<file path="src/mhc_pkg.sv">
// mhc_pkg: offsets, field positions, reset values and write mask for the
// miscellaneous host configuration register bank.
// assumes a 32-bit configuration data path with byte-granular enables.
package mhc_pkg;

    localparam int          CFG_AW             = 8;
    localparam int          CFG_DW             = 32;
    localparam int          CFG_BEW            = 4;
    localparam int          LINK_DW            = 8;

    localparam logic [7:0]  MISC_CFG_OFFSET    = 8'hf0;
    localparam logic [7:0]  PM_CAP_OFFSET      = 8'h46;
    localparam logic [31:0] MISC_CFG_RESET     = 32'h0000_0000;

    localparam int          COLD_WAKE_BIT      = 15;
    localparam int          NO_ABORT_BIT       = 4;
    localparam int          PIN_ROUTE_BIT      = 3;
    localparam int          LINK_GATE_BYP_BIT  = 2;
    localparam int          HOST_GATE_BYP_BIT  = 1;
    localparam int          KEEP_CLOCK_BIT     = 0;
    localparam int          PM_CAP_COLD_BIT    = 15;

    // lanes that carry writable bits
    localparam int          LOW_LANE           = 0;
    localparam int          HIGH_LANE          = 1;

    // writable positions; everything else reads zero
    localparam logic [31:0] MISC_CFG_WMASK     = 32'h0000_801f;

    localparam logic [7:0]  LINK_STOPPED_DATA  = 8'hff;

endpackage : mhc_pkg

</file>
<file path="src/mhc_route_if.sv">
// mhc_route_if: carries the pin-rerouting control from the register bank
// to the pin router.
// assumes both ends share i_clk_sys.
`timescale 1ns/1ps
interface mhc_route_if;
    logic route_en;

    modport ctrl  (output route_en);
    modport route (input  route_en);
endinterface : mhc_route_if

</file>
<file path="src/mhc_misc_cfg.sv">
// mhc_misc_cfg: miscellaneous host configuration register with its effects
// on link access termination, pin routing, clock gating and clock run.
// assumes configuration cycles arrive as single-cycle strobes on i_clk_sys.
`timescale 1ns/1ps
module mhc_misc_cfg (
    input  wire logic                          i_clk_sys,
    input  wire logic                          i_reset,
    // configuration access
    input  wire logic                          i_cfg_wr,
    input  wire logic                          i_cfg_rd,
    input  wire logic [mhc_pkg::CFG_AW-1:0]    i_cfg_addr,
    input  wire logic [mhc_pkg::CFG_BEW-1:0]   i_cfg_be,
    input  wire logic [mhc_pkg::CFG_DW-1:0]    i_cfg_wdata,
    output logic                               o_cfg_ack,
    output logic [mhc_pkg::CFG_DW-1:0]         o_cfg_rdata,
    output logic                               o_cold_wake_cap,
    // host access to link-domain registers
    input  wire logic                          i_link_req,
    input  wire logic                          i_link_clk_running,
    input  wire logic [mhc_pkg::LINK_DW-1:0]   i_link_rdata,
    output logic                               o_link_done,
    output logic                               o_link_abort,
    output logic [mhc_pkg::LINK_DW-1:0]        o_link_rdata,
    // clock control
    output logic                               o_link_clock_gate_bypass,
    output logic                               o_host_clock_gate_bypass,
    input  wire logic                          i_clock_stop_req,
    output logic                               o_clock_run_request,
    // pins
    input  wire logic                          i_gp3_out,
    input  wire logic                          i_gp3_oe_n,
    input  wire logic                          i_gp2_out,
    input  wire logic                          i_gp2_oe_n,
    input  wire logic                          i_scl_out,
    input  wire logic                          i_scl_oe_n,
    input  wire logic                          i_sda_out,
    input  wire logic                          i_sda_oe_n,
    input  wire logic                          i_gp3_pin_in,
    input  wire logic                          i_gp2_pin_in,
    input  wire logic                          i_scl_pin_in,
    input  wire logic                          i_sda_pin_in,
    output logic                               o_gp3_pin_out,
    output logic                               o_gp3_pin_oe_n,
    output logic                               o_gp2_pin_out,
    output logic                               o_gp2_pin_oe_n,
    output logic                               o_scl_pin_out,
    output logic                               o_scl_pin_oe_n,
    output logic                               o_sda_pin_out,
    output logic                               o_sda_pin_oe_n,
    output logic                               o_gp3_in,
    output logic                               o_gp2_in
);
    function automatic logic [7:0] lane_mask(input logic [3:0] be, input int lane);
        lane_mask = be[lane] ? 8'hff : 8'h00;
    endfunction : lane_mask

    // register bank
    logic [31:0] misc_q;
    logic [31:0] misc_d;
    logic        ack_q;
    logic        ack_d;
    logic [31:0] rdata_q;
    logic [31:0] rdata_d;
    logic        hit;
    logic [31:0] be_mask;

    assign hit = (i_cfg_addr == mhc_pkg::MISC_CFG_OFFSET);

    always_comb begin
        be_mask = {lane_mask(i_cfg_be, 3), lane_mask(i_cfg_be, 2),
                   lane_mask(i_cfg_be, 1), lane_mask(i_cfg_be, 0)};
        be_mask = be_mask & mhc_pkg::MISC_CFG_WMASK;
        misc_d  = misc_q;
        if (i_cfg_wr && hit) begin
            misc_d = (misc_q & ~be_mask) | (i_cfg_wdata & be_mask);
        end
        ack_d   = i_cfg_wr | i_cfg_rd;
        rdata_d = 32'h0000_0000;
        if (i_cfg_rd && hit) begin
            // upper half and bits fourteen to five never hold ones
            rdata_d = misc_q & mhc_pkg::MISC_CFG_WMASK;
        end
    end

    always_ff @(posedge i_clk_sys) begin
        if (i_reset) begin
            misc_q  <= mhc_pkg::MISC_CFG_RESET;
            ack_q   <= 1'b0;
            rdata_q <= 32'h0000_0000;
        end else begin
            misc_q  <= misc_d;
            ack_q   <= ack_d;
            rdata_q <= rdata_d;
        end
    end

    assign o_cfg_ack   = ack_q;
    assign o_cfg_rdata = rdata_q;

    // effects of the control bits
    logic       no_abort;
    logic [3:0] ctl_d;
    logic [3:0] ctl_q;

    assign no_abort = misc_q[mhc_pkg::NO_ABORT_BIT];

    always_comb begin
        ctl_d = {misc_q[mhc_pkg::COLD_WAKE_BIT],
                 misc_q[mhc_pkg::LINK_GATE_BYP_BIT],
                 misc_q[mhc_pkg::HOST_GATE_BYP_BIT],
                 // hold the clock only while someone asks to stop it
                 misc_q[mhc_pkg::KEEP_CLOCK_BIT] & i_clock_stop_req};
    end

    always_ff @(posedge i_clk_sys) begin
        if (i_reset) begin
            ctl_q <= 4'h0;
        end else begin
            ctl_q <= ctl_d;
        end
    end

    assign o_cold_wake_cap          = ctl_q[3];
    assign o_link_clock_gate_bypass = ctl_q[2];
    assign o_host_clock_gate_bypass = ctl_q[1];
    assign o_clock_run_request      = ctl_q[0];

    // termination of host accesses that reach link-domain registers
    logic       done_d;
    logic       done_q;
    logic       abort_d;
    logic       abort_q;
    logic [7:0] ldata_d;
    logic [7:0] ldata_q;

    always_comb begin
        done_d  = 1'b0;
        abort_d = 1'b0;
        ldata_d = 8'h00;
        if (i_link_req) begin
            if (i_link_clk_running) begin
                done_d  = 1'b1;
                ldata_d = i_link_rdata;
            end else if (no_abort) begin
                // avoids a fatal system error on hosts that trap aborts
                done_d  = 1'b1;
                ldata_d = mhc_pkg::LINK_STOPPED_DATA;
            end else begin
                abort_d = 1'b1;
            end
        end
    end

    always_ff @(posedge i_clk_sys) begin
        if (i_reset) begin
            done_q  <= 1'b0;
            abort_q <= 1'b0;
            ldata_q <= 8'h00;
        end else begin
            done_q  <= done_d;
            abort_q <= abort_d;
            ldata_q <= ldata_d;
        end
    end

    assign o_link_done  = done_q;
    assign o_link_abort = abort_q;
    assign o_link_rdata = ldata_q;

    // pin routing
    mhc_route_if route_bus ();

    assign route_bus.route_en = misc_q[mhc_pkg::PIN_ROUTE_BIT];

    mhc_pin_route u_pin_route (
        .i_clk_sys      (i_clk_sys),
        .i_reset        (i_reset),
        .ctl            (route_bus),
        .i_gp3_out      (i_gp3_out),
        .i_gp3_oe_n     (i_gp3_oe_n),
        .i_gp2_out      (i_gp2_out),
        .i_gp2_oe_n     (i_gp2_oe_n),
        .i_scl_out      (i_scl_out),
        .i_scl_oe_n     (i_scl_oe_n),
        .i_sda_out      (i_sda_out),
        .i_sda_oe_n     (i_sda_oe_n),
        .i_gp3_pin_in   (i_gp3_pin_in),
        .i_gp2_pin_in   (i_gp2_pin_in),
        .i_scl_pin_in   (i_scl_pin_in),
        .i_sda_pin_in   (i_sda_pin_in),
        .o_gp3_pin_out  (o_gp3_pin_out),
        .o_gp3_pin_oe_n (o_gp3_pin_oe_n),
        .o_gp2_pin_out  (o_gp2_pin_out),
        .o_gp2_pin_oe_n (o_gp2_pin_oe_n),
        .o_scl_pin_out  (o_scl_pin_out),
        .o_scl_pin_oe_n (o_scl_pin_oe_n),
        .o_sda_pin_out  (o_sda_pin_out),
        .o_sda_pin_oe_n (o_sda_pin_oe_n),
        .o_gp3_in       (o_gp3_in),
        .o_gp2_in       (o_gp2_in)
    );

endmodule : mhc_misc_cfg

</file>
<file path="src/mhc_pin_route.sv">
// mhc_pin_route: steers the general pins three and two onto the serial
// eeprom clock and data terminals.
// assumes all pin inputs are synchronous to i_clk_sys; oe_n low means driving.
`timescale 1ns/1ps
module mhc_pin_route (
    input  wire logic   i_clk_sys,
    input  wire logic   i_reset,
    mhc_route_if.route  ctl,
    input  wire logic   i_gp3_out,
    input  wire logic   i_gp3_oe_n,
    input  wire logic   i_gp2_out,
    input  wire logic   i_gp2_oe_n,
    input  wire logic   i_scl_out,
    input  wire logic   i_scl_oe_n,
    input  wire logic   i_sda_out,
    input  wire logic   i_sda_oe_n,
    input  wire logic   i_gp3_pin_in,
    input  wire logic   i_gp2_pin_in,
    input  wire logic   i_scl_pin_in,
    input  wire logic   i_sda_pin_in,
    output logic        o_gp3_pin_out,
    output logic        o_gp3_pin_oe_n,
    output logic        o_gp2_pin_out,
    output logic        o_gp2_pin_oe_n,
    output logic        o_scl_pin_out,
    output logic        o_scl_pin_oe_n,
    output logic        o_sda_pin_out,
    output logic        o_sda_pin_oe_n,
    output logic        o_gp3_in,
    output logic        o_gp2_in
);
    logic [9:0] pins_d;
    logic [9:0] pins_q;

    always_comb begin
        if (ctl.route_en) begin
            // general pin functions appear on the eeprom terminals
            pins_d = {1'b0, 1'b1, 1'b0, 1'b1,
                      i_gp3_out, i_gp3_oe_n, i_gp2_out, i_gp2_oe_n,
                      i_scl_pin_in, i_sda_pin_in};
        end else begin
            pins_d = {i_gp3_out, i_gp3_oe_n, i_gp2_out, i_gp2_oe_n,
                      i_scl_out, i_scl_oe_n, i_sda_out, i_sda_oe_n,
                      i_gp3_pin_in, i_gp2_pin_in};
        end
    end

    always_ff @(posedge i_clk_sys) begin
        if (i_reset) begin
            pins_q <= 10'h3ff;
        end else begin
            pins_q <= pins_d;
        end
    end

    assign o_gp3_pin_out  = pins_q[9];
    assign o_gp3_pin_oe_n = pins_q[8];
    assign o_gp2_pin_out  = pins_q[7];
    assign o_gp2_pin_oe_n = pins_q[6];
    assign o_scl_pin_out  = pins_q[5];
    assign o_scl_pin_oe_n = pins_q[4];
    assign o_sda_pin_out  = pins_q[3];
    assign o_sda_pin_oe_n = pins_q[2];
    assign o_gp3_in       = pins_q[1];
    assign o_gp2_in       = pins_q[0];

endmodule : mhc_pin_route

</file>
<file path="config.mk">
export PLATFORM = sky130hd
export DESIGN_NAME = mhc_misc_cfg
export DESIGN_NICKNAME = d
export VERILOG_FILES = /design/src/mhc_pkg.sv /design/src/mhc_route_if.sv /design/src/mhc_misc_cfg.sv /design/src/mhc_pin_route.sv
export SDC_FILE = /design/constraint.sdc
export NUM_CORES = 1
export LEC_CHECK = 0
export BUFFER_PORTS_ARGS = -buffer_cell sky130_fd_sc_hd__buf_2
export CORE_MARGIN = 2
export CORE_UTILIZATION = 37
export CTS_CLUSTER_DIAMETER = 80
export CTS_CLUSTER_SIZE = 12
export DETAILED_ROUTE_END_ITERATION = 7
export PLACE_DENSITY = 0.89
export REMOVE_ABC_BUFFERS = 1
export SETUP_SLACK_MARGIN = 0.05
export SLEW_MARGIN = 25
export SYNTH_ARGS = -nofsm -noshare
export SYNTH_HDL_FRONTEND = slang
export SYNTH_HIERARCHICAL = 1
export SYNTH_SLANG_ARGS = --single-unit
</file>
<file path="constraint.sdc">
create_clock -name i_clk_sys -period 1.4 [get_ports i_clk_sys]
set_clock_uncertainty 0.2 [all_clocks]
set_input_delay 0.14 -clock i_clk_sys [delete_from_list [all_inputs] [get_ports i_clk_sys]]
set_output_delay 0.14 -clock i_clk_sys [all_outputs]
set_load 0.01 [all_outputs]
</file>
# After elaboration in Yosys (flattened, before gate mapping)
# Index checks and enable logic that the tools add are counted.
# classes
eq_ne,1
n_mux,8
n_bitwise,8
reduce_logical,6
# op_table
operator,n
$and A32 B16 Y32,1
$and A32 B32 Y32,1
$not A16 Y32,1
$or A32 B32 Y32,1
$mux W8,3
$mux W10,1
$eq A8 B8 Y1 const B,1
$reduce_or A2 Y1,3
$mux W5,1
$mux W1,3
$reduce_or A3 Y1,1
$logic_and A1 B1 Y1,2
$not A1 Y1,2
$and A1 B1 Y1,1
$or A1 B1 Y1,1
# word_totals
register_bits,89
output_inout_bits,57

# Depth between registers and ports, before layout
# Gate-level depths: netlist of the first run.
# logic_depth
depth_word,4
mapped_depth,3
depth_no_buf,3

# Hierarchy
# The synthesis of the first run kept the hierarchy.
# modules_own_cells
mod,instances,cells_each,area_per_inst_um2,seq_area_each_um2
mhc_misc_cfg,1,112,1089.8,540.5
mhc_pin_route,1,29,340.3,200.2

# Worst setup path before layout of the first run
# OpenSTA, ideal clock, no wires.
# synth_timing
kind,reg-to-reg
startpoint,register (tool-made name)
endpoint,register u_pin_route.pins_q[5]
setup_ps,120
arrival_time_ps,812
required_ps,1080
slack_ps,268
stages_incl_launch_ff,4
n_path_buf,1
period_less_slack_ps,1132
path_cell_list,dfxtp_1 buf_6 and2_1 a211o_1
# synth_lines
item,line,text
"end signal, assigned",mhc_pin_route.sv:52,pins_q <= pins_d;
"end, declared",mhc_pin_route.sv:33,logic [9:0] pins_q;

# Final worst setup path of the first run
# layout_timing
startpoint,input port i_gp3_out
endpoint,register u_pin_route.pins_q[5]
# layout_via
elab_chain_cells,1
# layout_rtl
item,line,text
"start, declared",mhc_misc_cfg.sv:30,"input wire logic i_gp3_out,"
$mux W10,mhc_pin_route.sv:36,if (ctl.route_en) begin
# Every way passes these cells.
# A chain may end at the register's enable or synchronous reset.

==> metrics.txt, run 1 <==
top_reg_cell synth=dfxtp_1; CTS buffer count=5; vias in the first global route=1135; Placement Cell Area=1760 um2; hpwl dp=2040 um; post-synth cell types=23; crit path max fanout=2; Clk Latency, worst-skew pair=0.28 ns; post-synthesis sequential area ratio=51.8%; Setup TNS=0 ns; crit-path cells=dlygate4sd3_1, buf_2, and2_1, a211o_1; final setup vio count=0; Post-synth EDFFs=0; register clock-pin slew on the reported worst setup and hold paths=0.07 ns; ratio of cells with drive above 1 in the final layout=34.3%; die area=4380 um2; Post-CTS Setup Bufs=0; drt pass-1 iters=3; Pins Over Slew Limit=0; wire per inst=10.6 um; Antenna Violating Nets Remaining=0; Crit Path Class=in -> reg; Final period util=91.1%; Leak=1.16 nW; GRT overflow=0; clk buf depth=2; max_cap viols=0; crit start category=input pin; Peak Freq=784 MHz; Clock power frac=33.6%; die height=66.2 um; die width=66.2 um; crit path capture type=register; Post-route DRC=0; mean post-synth cell area=10.1 um2; initial core utilization=38.8%; CTS tree=yes; CP max stage delay=0.55 ns; # rows=22; Ports=128; hold buffers post-CTS=32; H-tree levels=2; hold crit path type=in -> reg; # diodes=0; first-pass GRT wire length=4910 um; part of the power in registers=52.9%; routed via count=1214; initial antenna violation count=0; Hold Vio Cnt, Final=2; final core area utilization=58.9%; layout overhead on the synthesized area=51.8%; RSZ-0062 raised after global routing=false; initial drt markers=44; synthesized area=1430 um2; Worst IR Drop VDD=0.649 mV; Cells after Synth=141; largest net degree at the start of global routing=24; total global routing track utilization=15.0%; Sw Pwr=474 uW; r2r setup slk=0.19 ns; Worst path slowest cell=dlygate4sd3_1; status=finished with violations; Hold Worst Slack=-0.0105 ns; Pint=1.58 mW; Final Power=2.05 mW; Switching Fraction=23.1%; final WL=3180 um; fillers=323; pwr dens=945 nW/um2; Vias per Instance=4.06; Core ar.=3690 um2; Root Driver=clkbuf_8; Async S/R FF share, synth=0%; combinational share of power=13.5%; Port Buf Inserts=73; CP Data Required Time=1.36 ns; Critical Path AT=1.24 ns; clock sinks=37; Nets=321; design area=2170 um2; Placer Congestion=0.643; failing checks=negative hold slack; Synthesis Warnings=6; Synth Register Bits=37; final worst path period need=1.28 ns
-- power by group through the flow --
stage | sequential (mW) | combinational (mW) | clock (mW)
final | 1.09 | 0.277 | 0.689
after floorplan | 1.13 | 0.0728 | 0
after global routing | 1.09 | 0.304 | 0.768
after global placement | 1.11 | 0.198 | 0
after detailed placement | 1.11 | 0.202 | 0
after CTS | 1.09 | 0.270 | 0.727
-- synthesized netlist by cell type, types with 2 or more instances --
master	count	share of area [%]
dfxtp_1	37	52
buf_4	26	14
a21oi_1	8	2.8
nor2_1	9	2.4
and2_1	2	0.87
nand2b_1	13	5.7
a211o_1	6	3.7
clkbuf_1	3	0.79
mux2i_1	6	4.2
or3_1	2	0.87
and2b_1	3	1.6
a21o_1	2	1.0
inv_1	14	3.7
-- cells by family (layout without fill, tap and decap cells) --
group	Yosys count	count (layout)	synth area share (%)
multiplexers	6	6	4.20
other	1	26	0.262
AND/OR/NAND/NOR	36	36	16.5
buffers and inverters	44	129	18.9
flip-flops	37	37	51.8
AO/OA/AOI/OAI	17	17	8.31
-- critical path: cells and delay by family --
family          cells  cell delay [ns]
compound gates      1             0.26
simple gates        1             0.15
buf+inv             2             0.68
-- placed cells by master (no fill, tap or decap) --
cell type / instances
a21o_1: 2
nand4_4: 1
buf_2: 73
buf_4: 1
clkinv_2: 2
dfxtp_2: 1
nor3_1: 1
nand3_1: 1
o21bai_4: 1
nand2b_1: 13
and2b_1: 3
a211o_1: 6
nand4_1: 1
conb_1: 26
or3_1: 2
and2_1: 2
inv_1: 14
clkbuf_1: 1
nor2_1: 9
a21oi_1: 8
and4_1: 1
dfxtp_1: 36
nor4_4: 1
nor2b_1: 1
mux2i_1: 6
dlygate4sd3_1: 32
clkbuf_8: 5
buf_12: 1
-- worst paths after layout --
path	start	end	cells past startpoint
min	i_reset	o_link_abort$_SDFF_PP0_	3
max	i_gp3_out	u_pin_route/pins_q[5]$_SDFF_PP1_	4
min reg2reg	register	ctl_q[1]$_SDFF_PP0_	2
max reg2reg	register	u_pin_route/pins_q[3]$_SDFF_PP1_	3
-- layer usage --
metal,track usage [%],part of all wire (%),vias up
met4,8.42,2.0,0
met1,14.5,38,529
met5,0,0,-
met3,3.07,7.9,6
li1,-,-,614
met2,29.1,53,65
-- stage by stage --
step	worst slack (ns)	std cells
2_1_floorplan	0.208	136
3_3_place_gp	0.0779	259
3_5_place_dp	0.0527	259
4_1_cts	0.0527	299
5_1_grt	0.0899	299
6_report	0.125	299
-- repair_timing --
| action | in CTS | in global routing |
|---|---|---|
| gates resized for setup | 0 | 2 |
| hold endpoints to repair | 27 | 1 |
| setup endpoints to repair | 0 | 15 |
-- area by class of cell --
| class | count | area [um2] | share of cell area [%] |
|---|---|---|---|
| sequential | 37 | 742 | 34.2 |
| inverter | 14 | 52.6 | 2.42 |
| clock buffer | 6 | 72.6 | 3.34 |
| timing repair buffer | 107 | 713 | 32.9 |
| multi-input combinational | 85 | 520 | 24.0 |
| tap | 48 | 60.1 | 2.77 |
| clock inverter | 2 | 10.0 | 0.461 |
Power figures use the tool's default switching activity.
==> inputs of run 2 (changes only) <==
--- a/config.mk
+++ b/config.mk
@@ -12,6 +12,7 @@
 export CTS_CLUSTER_SIZE = 12
 export DETAILED_ROUTE_END_ITERATION = 7
 export PLACE_DENSITY = 0.89
+export RECOVER_POWER = 100
 export REMOVE_ABC_BUFFERS = 1
 export SETUP_SLACK_MARGIN = 0.05
 export SLEW_MARGIN = 25
==> constraint.sdc (replaced) <==
create_clock -name i_clk_sys -period 1.3 [get_ports i_clk_sys]
set_clock_uncertainty 0.2 [all_clocks]
set_input_delay 0.13 -clock i_clk_sys [delete_from_list [all_inputs] [get_ports i_clk_sys]]
set_output_delay 0.13 -clock i_clk_sys [all_outputs]
set_load 0.01 [all_outputs]
==> metrics.txt, run 2 (synthesis gave the netlist of run 1 again) <==
Root Driver=clkbuf_8; Nets=325 (+1.2%); initial drt markers=31 (-30%); H-tree levels=2 (unchanged); register clock-pin slew on the reported worst setup and hold paths=0.07 ns (about the same); Placer Congestion=0.646 (+0.45%); r2r setup slk=0.11 ns (-0.08 ns); # diodes=0 (unchanged); final core area utilization=59.7% (+0.81 points); Post-route DRC=0 (unchanged); clk buf depth=2 (unchanged); Setup WS post-layout=0.0783 ns (-0.0462 ns); hold buffers post-CTS=34 (+6.3%); pwr dens=1200 nW/um2 (+27%); Final Power=2.65 mW (+29%); routed via count=1249 (+2.9%); Clock power frac=44.9% (+11 points); part of the power in registers=44.2% (-8.7 points); drt pass-1 iters=2 (-1); R2R depth=2 (-1); Hold Vio Cnt, Final=2 (unchanged); combinational share of power=11.0% (-2.5 points); Finished Layout Cells=303 (+1.3%); hpwl dp=2080 um (+2.0%); Core ar.=3690 um2 (unchanged); # rows=22 (unchanged); die width=66.2 um (unchanged); CTS buffer count=5 (unchanged); Hold Worst Slack=-0.0686 ns (-0.0581 ns); fillers=335 (+3.7%); first-pass GRT wire length=4990 um (+1.7%); end point of the critical path=u_pin_route/pins_q[5]$_SDFF_PP1_; CP startpoint=i_gp3_out; Leak=1.07 nW (-7.4%); die area=4380 um2 (unchanged); Antenna Violating Nets Remaining=0 (unchanged); layout overhead on the synthesized area=53.9%; initial core utilization=38.8% (unchanged); crit path capture type=register; Reg-to-Reg End=u_pin_route/pins_q[6]$_SDFF_PP1_; vias in the first global route=1164 (+2.6%); Final period util=94.0%; Worst IR Drop VDD=0.635 mV (-2.1%); CTS tree=yes; Peak Freq=819 MHz; multi-input logic area=520 um2 (unchanged); crit start category=input pin; final WL=3310 um (+4.1%); max_cap viols=0 (unchanged); Switching Fraction=21.1% (-2.0 points); Sw Pwr=558 uW (+18%); Crit Path Class=in -> reg; ratio of cells with drive above 1 in the final layout=20.8% (-13 points); Setup TNS=0 ns (unchanged); Pins Over Slew Limit=0 (unchanged); initial antenna violation count=0 (unchanged); clock sinks=37 (unchanged); Ports=128 (unchanged); Cells after DPL=261 (+0.77%); wire per inst=10.9 um (+2.7%); hold crit path type=in -> reg; crit path max fanout=2 (unchanged); Clk Latency, worst-skew pair=0.29 ns (about the same); commonest cells after routing, fill and taps aside=39 x buf_2, 36 x dfxtp_1, 35 x clkbuf_1, 34 x dlygate4sd3_1, 26 x conb_1; largest net degree at the start of global routing=24 (unchanged); GRT overflow=0 (unchanged); commonest non-fill, non-tap cell in the layout=buf_2; failing checks=negative hold slack; status=finished with violations; Pint=2.09 mW (+32%); Critical Path AT=1.20 ns (-0.04 ns); total global routing track utilization=15.8% (+0.80 points); Vias per Instance=4.12 (+1.5%); Port Buf Inserts=73 (unchanged); dpl ws=-0.0246 ns (-0.0773 ns); final worst path period need=1.22 ns; register area=744 um2 (+0.34%); CP Data Required Time=1.28 ns (-0.08 ns); final setup vio count=0 (unchanged); die height=66.2 um (unchanged); RSZ-0062 raised after global routing=true
run 2: cell count changes in the layout (fill, tap and decap cells not counted), moves of 2 or more:
| cell | previous run | this run |
|---|---|---|
| clkinv_2 | 2 | 0 |
| buf_2 | 73 | 39 |
| dlygate4sd3_1 | 32 | 34 |
| bufinv_16 | 0 | 2 |
| clkbuf_4 | 0 | 2 |
| clkbuf_1 | 1 | 35 |
run 2: layer usage:
| layer | up-vias | share of wire (%) | global-route usage (%) |
|---|---|---|---|
| li1 | 625 | - | - |
| met1 | 551 | 36 | 14.0 |
| met2 | 67 | 55 | 31.9 |
| met3 | 6 | 7.7 | 3.58 |
| met4 | 0 | 1.7 | 8.93 |
| met5 | - | 0 | 0 |
run 2: final cells by class:
type                       count  share of cell area, %
clock buffer                   5                   3.13
clock inverter                 3                   3.13
inverter                      14                   2.39
timing repair buffer         111                   31.2
sequential                    37                   33.8
multi-input combinational     85                   23.6
tap                           48                   2.73
run 2: how the worst min path moves through the flow:
stage | startpoint | endpoint | slack [ns] | cells after the start
after floorplan | i_reset | o_cfg_ack$_SDFF_PP0_ | 0.002 | 1
after detailed placement | i_gp3_oe_n | u_pin_route/pins_q[8]$_SDFF_PP1_ | 0.14 | 2
after global placement | i_gp3_oe_n | u_pin_route/pins_q[8]$_SDFF_PP1_ | 0.13 | 2
final | i_reset | o_link_abort$_SDFF_PP0_ | -0.07 | 3
after CTS | i_reset | o_link_abort$_SDFF_PP0_ | -0.05 | 3
after global routing | i_reset | o_link_abort$_SDFF_PP0_ | -0.05 | 3
run 2: power by group through the flow:
stage               Sequential [mW]  Combinational (mW)  Clock, mW
floorplan                      1.21              0.0784          0
global placement               1.19               0.217          0
detailed placement             1.20               0.221          0
CTS                            1.17               0.299       1.21
global route                   1.17               0.320       1.27
finish                         1.17               0.290       1.19
run 2: metrics by stage:
step           instance area, um2  hold WS, ns
2_1_floorplan                1310      0.00238
3_3_place_gp                 1770        0.132
3_5_place_dp                 1770        0.138
4_1_cts                      2250      -0.0470
5_1_grt                      2200      -0.0469
6_report                     2200      -0.0686
run 2: worst max-delay path, stage by stage:
cell           delay, ns
dlygate4sd3_1       0.54
clkbuf_1            0.12
and2_1              0.15
a211o_1             0.25
run 2: timing repair:
action	4_1_cts	5_1_grt
hold endpoints to repair	28	1
gates resized for setup	1	2
endpoints found under the setup margin	8	10
pin swaps	0	0
setup buffers	0	0
